## config.mk

```make
export PLATFORM = sky130hd
export DESIGN_NAME = pfd_decoder
export DESIGN_NICKNAME = d
export VERILOG_FILES = /design/src/hw/pfd_pkg.sv /design/src/hw/pfd_decoder.sv /design/src/hw/pfd_region_match.sv
export SDC_FILE = /design/constraint.sdc
export NUM_CORES = 1
export LEC_CHECK = 0
export BUFFER_PORTS_ARGS = -buffer_cell sky130_fd_sc_hd__buf_2
export CAP_MARGIN = 20
export CORE_AREA = 2 2 143 145
export DETAILED_ROUTE_END_ITERATION = 8
export DIE_AREA = 0 0 145 147
export PLACE_DENSITY_LB_ADDON = 0.05
export SLEW_MARGIN = 10
export SYNTH_ARGS = -nofsm -noshare
export SYNTH_HDL_FRONTEND = slang
export SYNTH_SLANG_ARGS = --single-unit
```

## constraint.sdc

```tcl
create_clock -name CLK -period 5.8 [get_ports CLK]
set_input_delay 1.45 -clock CLK [delete_from_list [all_inputs] [get_ports CLK]]
set_output_delay 1.45 -clock CLK [all_outputs]
set_load 0.05 [all_outputs]
```

## src/hw/pfd_pkg.sv

```systemverilog
// package: address map, region attributes and access carriers of the peripheral frame decoder
package pfd_pkg;

  // word address width of the processor data space
  localparam int unsigned ADDR_W = 22;

  // frame 0 region bounds (inclusive, 16-bit word addresses)
  localparam logic [21:0] EMU_LO    = 22'h000880;
  localparam logic [21:0] EMU_HI    = 22'h0009ff;
  localparam logic [21:0] FLASH_LO  = 22'h000a80;
  localparam logic [21:0] FLASH_HI  = 22'h000adf;
  localparam logic [21:0] KEY_LO    = 22'h000ae0;
  localparam logic [21:0] KEY_HI    = 22'h000aef;
  localparam logic [21:0] EXTBUS_LO = 22'h000b20;
  localparam logic [21:0] EXTBUS_HI = 22'h000b3f;
  localparam logic [21:0] TIMER_LO  = 22'h000c00;
  localparam logic [21:0] TIMER_HI  = 22'h000c3f;
  localparam logic [21:0] IRQX_LO   = 22'h000ce0;
  localparam logic [21:0] IRQX_HI   = 22'h000cff;
  localparam logic [21:0] VECT_LO   = 22'h000d00;
  localparam logic [21:0] VECT_HI   = 22'h000dff;

  // frame 1 region bounds
  localparam logic [21:0] CANREG_LO = 22'h006000;
  localparam logic [21:0] CANREG_HI = 22'h0060ff;
  localparam logic [21:0] CANMBX_LO = 22'h006100;
  localparam logic [21:0] CANMBX_HI = 22'h0061ff;

  // frame 2 region bounds
  localparam logic [21:0] SYSCTL_LO = 22'h007010;
  localparam logic [21:0] SYSCTL_HI = 22'h00702f;
  localparam logic [21:0] SPI_LO    = 22'h007040;
  localparam logic [21:0] SPI_HI    = 22'h00704f;
  localparam logic [21:0] UARTA_LO  = 22'h007050;
  localparam logic [21:0] UARTA_HI  = 22'h00705f;
  localparam logic [21:0] XIRQ_LO   = 22'h007070;
  localparam logic [21:0] XIRQ_HI   = 22'h00707f;
  localparam logic [21:0] PINMUX_LO = 22'h0070c0;
  localparam logic [21:0] PINMUX_HI = 22'h0070df;
  localparam logic [21:0] PINDAT_LO = 22'h0070e0;
  localparam logic [21:0] PINDAT_HI = 22'h0070ff;
  localparam logic [21:0] ADC_LO    = 22'h007100;
  localparam logic [21:0] ADC_HI    = 22'h00711f;
  localparam logic [21:0] MEVA_LO   = 22'h007400;
  localparam logic [21:0] MEVA_HI   = 22'h00743f;
  localparam logic [21:0] MEVB_LO   = 22'h007500;
  localparam logic [21:0] MEVB_HI   = 22'h00753f;
  localparam logic [21:0] UARTB_LO  = 22'h007750;
  localparam logic [21:0] UARTB_HI  = 22'h00775f;
  localparam logic [21:0] BMSP_LO   = 22'h007800;
  localparam logic [21:0] BMSP_HI   = 22'h00783f;

  // number of map entries: 20 decoded regions plus the catch-all entry at the end
  localparam int unsigned NREG = 21;

  // protection lock state after reset: writes to protected regions blocked
  localparam logic UNLOCK_RST = 1'b0;

  // frame codes
  typedef enum logic [1:0] {
    FRM_NONE_type_e = 2'h0,
    FRM_ZERO        = 2'h1,
    FRM_ONE         = 2'h2,
    FRM_TWO         = 2'h3
  } pfd_frame_type;

  // one region entry of the map
  typedef struct packed {
    logic [21:0]   lo;        // first word
    logic [21:0]   hi;        // last word
    pfd_frame_type frame;     // frame it lives in
    logic          wprot;     // writes need unlock
    logic          secure;    // also gated by the security lock
    logic          canctl;    // bit-selective protection region
  } pfd_region_type;

  // processor side access request
  typedef struct packed {
    logic        valid;       // access strobe
    logic        write;       // 1 write, 0 read
    logic        wide;        // 1 for 32-bit, 0 for 16-bit
    logic [21:0] addr;        // word address
    logic [31:0] wdata;       // write data, low word first
  } pfd_req_type;

  // peripheral side access towards one frame
  typedef struct packed {
    logic        sel;         // peripheral select
    logic        write;       // write strobe qualifier
    logic        wide;        // 32-bit access
    logic        prot_ok;     // unlock held, protected bits writable
    logic [4:0]  region;      // region index inside the map
    logic [21:0] addr;        // word address
    logic [31:0] wdata;       // write data
  } pfd_periph_type;

  // region table
  localparam pfd_region_type REGION_MAP [NREG] = '{
    '{EMU_LO,    EMU_HI,    FRM_ZERO, 1'b1, 1'b0, 1'b0},
    '{FLASH_LO,  FLASH_HI,  FRM_ZERO, 1'b1, 1'b1, 1'b0},
    '{KEY_LO,    KEY_HI,    FRM_ZERO, 1'b1, 1'b0, 1'b0},
    '{EXTBUS_LO, EXTBUS_HI, FRM_ZERO, 1'b0, 1'b0, 1'b0},
    '{TIMER_LO,  TIMER_HI,  FRM_ZERO, 1'b0, 1'b0, 1'b0},
    '{IRQX_LO,   IRQX_HI,   FRM_ZERO, 1'b0, 1'b0, 1'b0},
    '{VECT_LO,   VECT_HI,   FRM_ZERO, 1'b1, 1'b0, 1'b0},
    '{CANREG_LO, CANREG_HI, FRM_ONE,  1'b0, 1'b0, 1'b1},
    '{CANMBX_LO, CANMBX_HI, FRM_ONE,  1'b0, 1'b0, 1'b0},
    '{SYSCTL_LO, SYSCTL_HI, FRM_TWO,  1'b1, 1'b0, 1'b0},
    '{SPI_LO,    SPI_HI,    FRM_TWO,  1'b0, 1'b0, 1'b0},
    '{UARTA_LO,  UARTA_HI,  FRM_TWO,  1'b0, 1'b0, 1'b0},
    '{XIRQ_LO,   XIRQ_HI,   FRM_TWO,  1'b0, 1'b0, 1'b0},
    '{PINMUX_LO, PINMUX_HI, FRM_TWO,  1'b1, 1'b0, 1'b0},
    '{PINDAT_LO, PINDAT_HI, FRM_TWO,  1'b0, 1'b0, 1'b0},
    '{ADC_LO,    ADC_HI,    FRM_TWO,  1'b0, 1'b0, 1'b0},
    '{MEVA_LO,   MEVA_HI,   FRM_TWO,  1'b0, 1'b0, 1'b0},
    '{MEVB_LO,   MEVB_HI,   FRM_TWO,  1'b0, 1'b0, 1'b0},
    '{UARTB_LO,  UARTB_HI,  FRM_TWO,  1'b0, 1'b0, 1'b0},
    '{BMSP_LO,   BMSP_HI,   FRM_TWO,  1'b0, 1'b0, 1'b0},
    '{22'h3fffff, 22'h3fffff, FRM_NONE_type_e, 1'b0, 1'b0, 1'b0}
  };

endpackage

```

## src/hw/pfd_decoder.sv

```systemverilog
// peripheral frame decoder: steers processor data accesses into three frames with write gating
//
// Overview of operation
// - frame 0 memory bus, 1 32-bit, 2 16-bit
// - frame 0 takes 16 and 32-bit accesses
// - protected writes blocked until unlock; reads free
// - lock instruction re-blocks protected writes
// - flash registers: writes need unlock and security lock release, reads only the release
// - key registers decoded, write protected
// - interrupt control open, vector table protected
// - external bus configuration decoded, unprotected
// - timer registers decoded, unprotected
// - flash registers one 96-word frame 0 region
// - can registers and mailbox RAM in frame 1
// - can region: per-bit protection via prot_ok
// - pin mux protected, pin data open
// - two serial port sets, unprotected
// - spi set decoded, unprotected
// - two motor event unit sets, unprotected
// - buffered serial port set, unprotected
// - frame 2 ignores 32-bit accesses
`timescale 1ns/1ps
`default_nettype none
module pfd_decoder
  import pfd_pkg::*;
(
  input  wire logic        CLK,              // system clock, 200 MHz
  input  wire logic        RST_B,            // asynchronous reset, active low
  input  wire logic        UNLOCK_EXEC,      // one-cycle pulse: unlock instruction executed
  input  wire logic        LOCK_EXEC,        // one-cycle pulse: lock instruction executed
  input  wire logic        SECURE_OPEN,      // code security lock released
  input  wire pfd_req_type CPU_REQ,          // processor access
  output pfd_periph_type   F0_BUS,           // frame 0 memory bus side
  output pfd_periph_type   F1_BUS,           // frame 1 32-bit bus side
  output pfd_periph_type   F2_BUS,           // frame 2 16-bit bus side
  input  wire logic [31:0] F0_RDATA,         // frame 0 read data
  input  wire logic [31:0] F1_RDATA,         // frame 1 read data
  input  wire logic [15:0] F2_RDATA,         // frame 2 read data
  output logic [31:0]      CPU_RDATA,        // registered read data
  output logic             CPU_RVALID,       // read data valid pulse
  output logic             UNLOCKED,         // protected-write window open
  output logic             WR_BLOCKED        // pulse: last write was dropped
);

  ////////////////////////////////////////////////////////////////////////////
  // decode

  logic           hit;                       // address fell into a region
  logic [4:0]     region;                    // its index
  pfd_region_type entry;                     // its attributes

  pfd_region_match u_match (
    .addr  (CPU_REQ.addr),
    .hit   (hit),
    .index (region),
    .entry (entry)
  );

  logic unlock_reg;                          // protected-write window state
  logic unlock_next;                         // its next value

  // frame selects from the matched entry
  wire in_f0 = hit && (entry.frame == FRM_ZERO);
  wire in_f1 = hit && (entry.frame == FRM_ONE);
  wire in_f2 = hit && (entry.frame == FRM_TWO);

  // 32-bit access into frame 2 is dropped entirely
  wire f2_width_bad = in_f2 && CPU_REQ.wide;

  // security gate applies to reads and writes of the flash block
  wire sec_bad = entry.secure && !SECURE_OPEN;

  // protected write without unlock; reads never blocked
  wire wprot_bad = CPU_REQ.write && entry.wprot && !unlock_reg;

  // final go for the access; reserved space never selects
  // the map's catch-all entry has no frame, so a hit on it must not count as a go
  wire go = CPU_REQ.valid && (in_f0 || in_f1 || in_f2) && !f2_width_bad && !sec_bad && !wprot_bad;

  // frame 0 and frame 1 take either width, no gating on it
  wire go_f0 = go && in_f0;
  wire go_f1 = go && in_f1;
  wire go_f2 = go && in_f2;

  // protection flag passed down; can registers apply it per bit
  wire prot_ok = unlock_reg;

  ////////////////////////////////////////////////////////////////////////////
  // protected-write window

  // lock wins when both arrive: safer to stay closed
  always_comb begin
    unlock_next = unlock_reg;
    if (LOCK_EXEC) begin
      unlock_next = 1'b0;
    end else if (UNLOCK_EXEC) begin
      unlock_next = 1'b1;
    end
  end

  // window register
  always_ff @(posedge CLK or negedge RST_B) begin
    if (!RST_B) begin
      unlock_reg <= UNLOCK_RST;
    end else begin
      unlock_reg <= unlock_next;
    end
  end

  ////////////////////////////////////////////////////////////////////////////
  // peripheral side drives: combinational strobes, one per frame

  always_comb begin
    F0_BUS         = '0;
    F0_BUS.sel     = go_f0;
    F0_BUS.write   = CPU_REQ.write;
    F0_BUS.wide    = CPU_REQ.wide;
    F0_BUS.prot_ok = prot_ok;
    F0_BUS.region  = region;
    F0_BUS.addr    = CPU_REQ.addr;
    F0_BUS.wdata   = CPU_REQ.wdata;
  end

  // frame 1 carries the full 32-bit word
  always_comb begin
    F1_BUS         = '0;
    F1_BUS.sel     = go_f1;
    F1_BUS.write   = CPU_REQ.write;
    F1_BUS.wide    = CPU_REQ.wide;
    F1_BUS.prot_ok = prot_ok;
    F1_BUS.region  = region;
    F1_BUS.addr    = CPU_REQ.addr;
    F1_BUS.wdata   = CPU_REQ.wdata;
  end

  // frame 2 is 16 bits; upper half forced to zero
  always_comb begin
    F2_BUS         = '0;
    F2_BUS.sel     = go_f2;
    F2_BUS.write   = CPU_REQ.write;
    F2_BUS.prot_ok = prot_ok;
    F2_BUS.region  = region;
    F2_BUS.addr    = CPU_REQ.addr;
    F2_BUS.wdata   = {16'h0000, CPU_REQ.wdata[15:0]};
  end

  ////////////////////////////////////////////////////////////////////////////
  // read return

  wire rd_go = go && !CPU_REQ.write;         // accepted read
  wire rd_any = CPU_REQ.valid && !CPU_REQ.write;  // every read answers

  // 16-bit reads keep only the low half; refused reads give zero
  logic [31:0] rdata_mux;
  always_comb begin
    rdata_mux = 32'h0000_0000;
    if (rd_go && in_f0) begin
      rdata_mux = CPU_REQ.wide ? F0_RDATA : {16'h0000, F0_RDATA[15:0]};
    end else if (rd_go && in_f1) begin
      rdata_mux = CPU_REQ.wide ? F1_RDATA : {16'h0000, F1_RDATA[15:0]};
    end else if (rd_go && in_f2) begin
      rdata_mux = {16'h0000, F2_RDATA};
    end
  end

  wire wr_drop = CPU_REQ.valid && CPU_REQ.write && !go;  // refused write

  // read data and status, one cycle after the request
  always_ff @(posedge CLK or negedge RST_B) begin
    if (!RST_B) begin
      CPU_RDATA  <= 32'h0000_0000;
      CPU_RVALID <= 1'b0;
      WR_BLOCKED <= 1'b0;
    end else begin
      CPU_RDATA  <= rdata_mux;
      CPU_RVALID <= rd_any;
      WR_BLOCKED <= wr_drop;
    end
  end

  assign UNLOCKED = unlock_reg;

endmodule
`default_nettype wire

```

## src/hw/pfd_region_match.sv

```systemverilog
// region matcher: finds the map entry that holds an address
`timescale 1ns/1ps
`default_nettype none
module pfd_region_match
  import pfd_pkg::*;
(
  input  wire logic [21:0] addr,      // word address under test
  output logic             hit,       // some region matched
  output logic [4:0]       index,     // matching region index
  output pfd_region_type   entry      // attributes of the match
);

  logic [NREG-1:0] match_vec;         // one bit per region

  // one comparator pair per region
  genvar g;
  generate
    for (g = 0; g < NREG; g++) begin : g_cmp
      assign match_vec[g] = (addr >= REGION_MAP[g].lo) && (addr <= REGION_MAP[g].hi);
    end
  endgenerate

  // regions never overlap, so a priority pick is only a one-hot encode
  always_comb begin
    hit   = 1'b0;
    index = 5'h00;
    entry = REGION_MAP[NREG-1];
    for (int i = 0; i < NREG; i++) begin
      if (match_vec[i] && !hit) begin
        hit   = 1'b1;
        index = 5'(i);
        entry = REGION_MAP[i];
      end
    end
  end

endmodule
`default_nettype wire

```

==> qor.yml, run 1 <==
yosys:
  synth_mux_area_share_pct: 0
  synth_top_area_share_pct: 34.2
  synth-seq-cells: 35
  ys_seq_area_share_pct: 21.2
  syn_area_um2: 4120
  synth-xor-area-share_pct: 0.212
  synth_compound_area_share_pct: 13.2
  yosys.area_share.simple_pct: 27.8
  synth_top_flop_cell: "dfrtp_1"
  async_flop_share_pct: 100
  avgSynthCellArea_um2: 8.31
  netlist_top_cells_area: "buf_4 (34%), dfrtp_1 (21%), nand4b_1 (4.0%)"
  ys.warnings.count: 0
  yosysTopAreaCell: "buf_4"
  netlist_instances: 496
  synth.distinct_cells: 61
  synth_adder_area_share_pct: 0
  synth_top_family_by_area: "buffers and inverters"
  synth-edff-count: 0
clocking:
  cts_buffer_depth: 2
  clkSinkCount: 35
  clk_pin_slew_worst_paths_ps: 50
  clock_latency_ps: 280
  root_buffer: "clkbuf_16"
  post_cts_resized: 0
  cts_tree: "done"
  postCtsSetupRepairBufs: 0
  ctsHtreeMaxLevel: 2
  cts_buffers: 5
  cts_hold_buf: 0
sta:
  drv_slew: 0
  rsz0062_at_grt: "false"
  fin_skew_ps: 0.148
  worst_slack_ps: 355
  min_period_over_period_pct: 93.9
  min_period_ps: 5450
  setup_viol: 0
  worst_slew_pin_slew_ps: 898
  final_hold_viol_count: 0
  tns_ps: 0
  max-slew-margin-rel_pct: 40.2
  fmax_mhz: 184
  holdWs_ps: 631
layout:
  utilization_pct: 22.2
  drive_gt1_share_pct: 49.9
  layout_common_cells: "buf_2 (236), dfrtp_1 (35), nand2_1 (30)"
  syn2layout_area_growth_pct: 6.71
  num-fill-cells: 2248
  fin_area_um2: 4400
  final_nets: 697
  diodes: 0
  instances_no_fill: 825
  final_common_cell: "buf_2"
routing:
  drtAntennaViolNets: 0
  via_per_inst: 4.42
  post_drt_wl_per_cell_um: 18.1
  drt-initial-drc-count: 151
  drt-total-wl_mm: 14.9
  first_pass_iters: 4
  drcViolationCount: 0
  vias: 3645
global_route:
  overflow: 0
  met1_usage_pct: 15.7
  grt_pass1_vias: 3555
  grt_pass1_wl_mm: 22.1
  top_usage_layer: "met2"
  grt_use_met3_pct: 3.07
  antenna_found_initial: 0
  use_met2_pct: 22.4
  grtUsageTotal_pct: 13.3
  grt_start_max_net_pins: 36
critical_path:
  max_stage_delay_ps: 470
  critical_path_required_ps: 4350
  crit_fanout: 14
  crit_top_cell: "buf_2"
  critPathKind: "primary input to output pin"
  slowest_stage: "nor4_1"
  arrival_ps: 4000
  critPathCaptureType: "output pin"
  cp-start-kind: "primary input"
  worst_r2r_path_depth: 3
  cp_cell_sequence: "buf_2 > nor4_1 > and4_1 > nand2_1 > and3_1 > or3b_1 > a211o_1 > nor3b_1 > buf_2"
floorplanning:
  num_rows: 52
  dieArea_um2: 21300
  start_util_pct: 20.8
  ioPinCount: 366
  die_w_um: 145
  die_y_um: 147
  core_um2: 19800
placement:
  numPortBuffers: 236
  gp_congestion: 0.860
  pre_cts_slack_ps: 343
  placed_cell_area_um2: 4260
  place.detailed.hpwl_mm: 11.7
  dp_cells: 818
status:
  status: "complete, no violations"
min_path:
  worst_hold_path_type: "flip-flop to flip-flop"
  whs_path_depth: 2
flow_run:
  cap_violations: 0
power_and_ir_drop:
  p_per_area_nw_per_um2: 178
  power_uw: 784
  ir_drop_mv: 0.0825
  leakagePower_nw: 2.15
==> registers in the layout, indices dropped and copies added (netlist names) <==
register,cells
WR_BLOCKED,1
CPU_RDATA,32
CPU_RVALID,1
UNLOCKED,1
==> per-layer routing <==
metal  vias up  wire length (um)
li1       1685                 -
met4         0               672
met2       215              6980
met5         -                 0
met1      1704              6060
met3        41              1210
==> Yosys cell counts (2+ instances only) <==
cell and count:
nor3_1 9, buf_6 3, nor2b_1 18, clkbuf_1 5, or4b_1 2, nor4b_1 2, nand3_1 24, a21oi_1 3
o211ai_1 7, nand3b_1 5, buf_4 188, and4_1 3, dfrtp_1 35, nand4b_1 19, or4_1 6, nor3b_1 5
and2_1 4, a31oi_1 2, nor4_1 8, nand2_1 30, a21o_1 3, nor4_4 2, a32oi_1 17, buf_2 14
inv_1 3, nand4_1 8, or2_2 2, o21a_1 2, nor2_1 19, nand2_2 2, o211a_1 2, nor3b_2 2
nor4_2 2, o211ai_2 9, o21ai_0 5
==> area by class of cell <==
type | count | area (um2) | area share (%)
sequential | 35 | 876 | 19.9
tap | 270 | 338 | 7.68
clock buffer | 6 | 139 | 3.16
multi-input combinational | 264 | 1780 | 40.3
inverter | 3 | 11.3 | 0.256
clock inverter | 1 | 5.00 | 0.114
timing repair buffer | 246 | 1260 | 28.5
==> critical path, delay by kind of cell <==
| kind | cells | cell delay (ps) |
|---|---|---|
| AOI/OAI and AO/OA | 1 | 320 |
| buffers and inverters | 2 | 500 |
| and+or+nand+nor | 6 | 1730 |
==> report_power, final <==
group | internal (mW) | switching (mW) | leakage [nW]
sequential | 0.245 | 0.00104 | 0.486
combinational | 0.0610 | 0.202 | 1.59
clock | 0.168 | 0.107 | 0.0727
total | 0.474 | 0.310 | 2.15
==> path summary, 6_finish.rpt <==
check	startpoint	end	slack, ps
max	CPU_REQ[47]	F0_BUS[62]	350
min	UNLOCKED	UNLOCKED	630
max reg2reg	UNLOCKED	WR_BLOCKED	4570
min reg2reg	UNLOCKED	UNLOCKED	630
max in group asynchronous	RST_B	CPU_RDATA[16]	3940
min in group asynchronous	RST_B	CPU_RDATA[12]	1290
==> kinds of logic after synthesis <==
logic type | Yosys count
other | 1
DFF | 35
AOI/OAI and AO/OA | 65
buffers and inverters | 213
and+or+nand+nor | 181
xor gates and xnor gates | 1
No activity file was read; power rests on OpenSTA's default activity.
==> inputs of run 2 (changes only) <==
CORE_AREA = 2 2 141 143   (was 2 2 143 145)
DIE_AREA = 0 0 143 145   (was 0 0 145 147)
SYNTH_HIERARCHICAL = 1   (was default)
clock period = 4.8 ns   (was 5.8 ns; I/O delays follow)
==> run 2 against run 1 <==
Largest cell class is now non-clock buffers. The run now ends with setup timing left. Hold slack gained 2.7 ps. Synthesized area down 8.9%. First-iteration DRC count shrank 20%. Synthesized cell count down 9.3%. Largest power group unchanged. Critical path type unchanged.
==> qor.yml, run 2 <==
clocking:
  clkSinkCount: 35
  cts_tree: "done"
  cts_hold_buf: 0
  cts_buffers: 5
  clk_pin_slew_worst_paths_ps: 50
  root_buffer: "clkbuf_16"
  clock_latency_ps: 280
  ctsHtreeMaxLevel: 2
  cts_buffer_depth: 2
critical_path:
  critPathCaptureType: "output pin"
  arrival_ps: 3680
  crit_fanout: 6
  critPathKind: "primary input to output pin"
  cp-start-kind: "primary input"
  critical_path_required_ps: 3600
floorplanning:
  start_util_pct: 19.6
  num_rows: 51
  dieArea_um2: 20700
  core_um2: 19200
  die_w_um: 143
  ioPinCount: 366
  die_y_um: 145
routing:
  via_per_inst: 4.07
  drt-initial-drc-count: 121
  drt-total-wl_mm: 12.4
  post_drt_wl_per_cell_um: 15.2
  first_pass_iters: 4
  vias: 3331
  drtAntennaViolNets: 0
  drcViolationCount: 0
placement:
  gp_congestion: 0.819
  place.detailed.hpwl_mm: 10.2
  numPortBuffers: 236
  pre_cts_slack_ps: -176
  dp_cells: 808
sta:
  min_period_ps: 4880
  worst_slew_pin_slew_ps: 809
  fin_skew_ps: 2.19
  drv_slew: 0
  min_period_over_period_pct: 102
  rsz0062_at_grt: "true"
  holdWs_ps: 634
  worst_slack_ps: -78.4
  max-slew-margin-rel_pct: 46.1
  setup_viol: 2
  final_hold_viol_count: 0
  fmax_mhz: 205
layout:
  multi_input_area_um2: 1440
  largest_register: "CPU_RDATA"
  final_common_cell: "buf_2"
  syn2layout_area_growth_pct: 18.6
  utilization_pct: 23.2
  seqCellArea_um2: 876
  instances_no_fill: 818
  largest_reg_flops: 32
  num-fill-cells: 2137
  layout_common_cells: "buf_2 (232), buf_4 (52), dfrtp_1 (35)"
  final_nets: 694
  drive_gt1_share_pct: 58.0
  diodes: 0
status:
  status: "finished, violations left"
  violations: "setup timing"
global_route:
  overflow: 0
  grt_pass1_vias: 3217
  grtUsageTotal_pct: 11.2
  grt_start_max_net_pins: 36
  antenna_found_initial: 0
  grt_pass1_wl_mm: 18.2
yosys:
  avgSynthCellArea_um2: 8.35
  syn_area_um2: 3760
  netlist_instances: 450
  ys.warnings.count: 6
min_path:
  worst_hold_path_type: "flip-flop to flip-flop"
power_and_ir_drop:
  p_per_area_nw_per_um2: 213
  p_comb_share_pct: 32.5
  p_sw_share_pct: 37.2
  p_switching_uw: 353
  power.share.clock_pct: 36.2
  intPower_uw: 597
  leakagePower_nw: 2.26
  seqPwrFrac_pct: 31.3
  ir_drop_mv: 0.120
flow_run:
  cap_violations: 0
-- run 2: through the flow --
| step | total power, mW | setup TNS, ps | area, um2 |
|---|---|---|---|
| after floorplan | 0.726 | -183 | 3840 |
| after global placement | 0.613 | -417 | 4220 |
| after detailed placement | 0.611 | -607 | 4220 |
| after CTS | 0.968 | -335 | 4420 |
| after global routing | 0.998 | -422 | 4460 |
| final | 0.951 | -89.5 | 4460 |
-- run 2: repair_timing --
action | 4_1_cts | 5_1_grt
hold endpoints to repair | 0 | 0
resized for setup | 6 | 6
pin swaps | 7 | 5
buffers inserted | 1 | 1
endpoints found under the setup margin | 6 | 6
-- run 2: power by group through the flow --
| stage | combinational (mW) | sequential, mW | clock [mW] |
|---|---|---|---|
| after floorplan | 0.418 | 0.308 | 0 |
| after detailed placement | 0.307 | 0.303 | 0 |
| after global routing | 0.326 | 0.298 | 0.374 |
| after CTS | 0.311 | 0.298 | 0.359 |
| after global placement | 0.310 | 0.303 | 0 |
| final | 0.309 | 0.298 | 0.344 |
-- run 2: per-layer routing --
layer | part of all wire (%) | wire length, um | global-route usage (%)
met1 | 39 | 4840 | 12.5
met2 | 49 | 6020 | 20.2
met3 | 8.7 | 1080 | 2.08
met4 | 3.7 | 458 | 5.15
met5 | 0 | 0 | 0
-- run 2: worst paths after layout --
kind                       slack (ps)  cells past startpoint             to   startpoint
setup / recovery                  -80                     11     F0_BUS[62]  CPU_REQ[49]
hold / removal                    630                      2       UNLOCKED     UNLOCKED
setup reg to reg                 3370                      4     WR_BLOCKED     UNLOCKED
hold reg to reg                   630                      2       UNLOCKED     UNLOCKED
max in group asynchronous        3270                      1  CPU_RDATA[27]        RST_B
min in group asynchronous        1010                      1  CPU_RDATA[10]        RST_B
-- run 2: layout make-up --
| cell class | count | area share, % |
|---|---|---|
| multi-input cells | 215 | 32.3 |
| clock inverters | 1 | 0.168 |
| flip-flops and latches | 35 | 19.7 |
| inverters | 7 | 0.590 |
| repair buffers | 288 | 36.4 |
| well taps | 265 | 7.44 |
| clock buffers | 7 | 3.43 |
-- run 2: critical path: stages --
cell and delay (ps):
buf_6 90, or4_4 540, buf_4 180, or3_4 400, nor4_2 330, or3_1 160
nand2_1 40, o211ai_1 350, nor3_1 80, buf_4 150, buf_12 140
==> inputs of run 3 (changes only) <==
SETUP_SLACK_MARGIN = 0.4   (was default)
==> run 3 against run 2 <==
The flow now finishes without violations. Clock power rose by 7.8%. Total power rose by 3.5%. Register-to-register slack gained 120 ps. Clock-buffer cell count down 2. Hold slack worse by 13 ps. Sequential share of layout area decreased by 0.95 points. Setup slack better by 110 ps. Final cell count increased by 0.12%. Clock skew down 1.8 ps.
==> qor.yml, run 3 (synthesized netlist as in run 2, its figures left out) <==
power_and_ir_drop:
  p_per_area_nw_per_um2: 210
  ir_drop_mv: 0.114
  leakagePower_nw: 2.30
global_route:
  grt_pass1_wl_mm: 18.3
  grt_pass1_vias: 3180
  antenna_found_initial: 0
  overflow: 0
  grtUsageTotal_pct: 11.4
  grt_start_max_net_pins: 36
routing:
  met3_wirelength_mm: 1.21
  first_pass_iters: 4
  route.met2.wl_mm: 6.31
  vias: 3353
  via_per_inst: 4.09
  drt-total-wl_mm: 12.8
  drcViolationCount: 0
  post_drt_wl_per_cell_um: 15.6
  drt-initial-drc-count: 83
  top_layer: "met4"
  drtAntennaViolNets: 0
  wl_met1_mm: 4.80
sta:
  min_period_ps: 4770
  worst_slew_pin_slew_ps: 838
  fmax_mhz: 210
  max-slew-margin-rel_pct: 44.1
  fin_skew_ps: 0.397
  drv_slew: 0
  rsz0062_at_grt: "true"
  setup_viol: 0
  min_period_over_period_pct: 99.4
  worst_slack_ps: 29.8
  holdWs_ps: 620
  final_hold_viol_count: 0
critical_path:
  path_buf_inv: 2
  critical_path.top_delay_family: "simple AND/OR/NAND/NOR gates"
  arrival_ps: 3570
  cp-start-kind: "primary input"
  crit_top_cell: "or4_4"
  crit_fanout: 4
  slowest_stage: "or4_4"
  cp_cell_sequence: "buf_6 > or4_4 > or4_4 > a211oi_4 > nor2_1 > or3_4 > nand2_2 > o211ai_1 > nor3_1 > buf_4"
  critical_path_required_ps: 3600
  critPathCaptureType: "output pin"
  critPathKind: "primary input to output pin"
  max_stage_delay_ps: 540
layout:
  largest_reg_flops: 32
  instances_no_fill: 819
  largest_register: "CPU_RDATA"
  fin_area_um2: 4680
  final_nets: 695
  final_common_cell: "buf_2"
  syn2layout_area_growth_pct: 24.6
  drive_gt1_share_pct: 60.3
  diodes: 0
  layout_common_cells: "buf_2 (218), buf_4 (48), dfrtp_1 (35)"
floorplanning:
  die_w_um: 143
  dieArea_um2: 20700
  ioPinCount: 366
  die_y_um: 145
  start_util_pct: 19.6
  num_rows: 51
  core_um2: 19200
placement:
  placed_cell_area_um2: 4180
  dp_cells: 805
  gp_congestion: 0.815
  numPortBuffers: 236
  place.detailed.hpwl_mm: 10.3
  pre_cts_slack_ps: -197
clocking:
  cts_hold_buf: 0
  clkSinkCount: 35
  cts_tree: "done"
  ctsHtreeMaxLevel: 2
  clock_latency_ps: 280
  root_buffer: "clkbuf_16"
  cts_buffer_depth: 2
  cts_buffers: 5
  clk_pin_slew_worst_paths_ps: 60
min_path:
  worst_hold_path_type: "flip-flop to flip-flop"
flow_run:
  cap_violations: 0
status:
  status: "complete, no violations"
==> run 3: cell count changes in the layout (fill, tap and decap cells not counted), sizes merged <==
cell      before  now
clkinvlp       1    0
clkbuf         7    5
buf          288  289
clkinv         0    2
bufinv         0    1
==> run 3: worst register-to-register path, cell delays in order, from the launching register on <==
cell and delay, ps:
dfrtp_1 440, o211ai_1 220, buf_4 190, o311a_1 340
==> run 3: report_power, final <==
group,internal [mW],total [mW],switching (mW)
Clock,0.245,0.371,0.126
Combinational,0.0838,0.315,0.231
Sequential,0.297,0.298,0.00122
==> run 3: path summary, 6_finish.rpt <==
check                      slack [ps]       endpoint  cells past startpoint   startpoint
min in group asynchronous        1020  CPU_RDATA[15]                      1        RST_B
max                                30     F0_BUS[62]                     10  CPU_REQ[49]
max in group asynchronous        3240  CPU_RDATA[16]                      1        RST_B
min                               620       UNLOCKED                      2     UNLOCKED
max reg2reg                      3490     WR_BLOCKED                      3     UNLOCKED
min reg2reg                       620       UNLOCKED                      2     UNLOCKED
==> run 3: cell type report <==
| type | count | area [um2] |
|---|---|---|
| clock inverters | 3 | 43.8 |
| flip-flops and latches | 35 | 876 |
| clock buffers | 5 | 125 |
| inverters | 7 | 26.3 |
| fillers | 2143 | 14500 |
| repair buffers | 289 | 1750 |
| multi-input cells | 215 | 1530 |
| well taps | 265 | 332 |
==> run 3: metal layers <==
metal	vias to the layer above	track usage, %
met2	191	20.6
met3	35	2.81
met4	0	5.45
met1	1546	12.3
met5	-	0
li1	1581	-
==> run 3: repair_timing <==
| action | in CTS | in global routing |
|---|---|---|
| setup buffers | 2 | 4 |
| gates resized for setup | 58 | 13 |
| endpoints found under the setup margin | 15 | 18 |
| pin swaps | 10 | 7 |
==> run 3: stage by stage <==
stage | utilization (%) | setup TNS (ps) | power [mW]
final | 24.4 | 0 | 0.984
after global routing | 24.4 | -170 | 1.03
after CTS | 23.9 | -108 | 1.00
after detailed placement | 21.8 | -533 | 0.611
after global placement | 21.8 | -405 | 0.614
after floorplan | - | -183 | 0.726
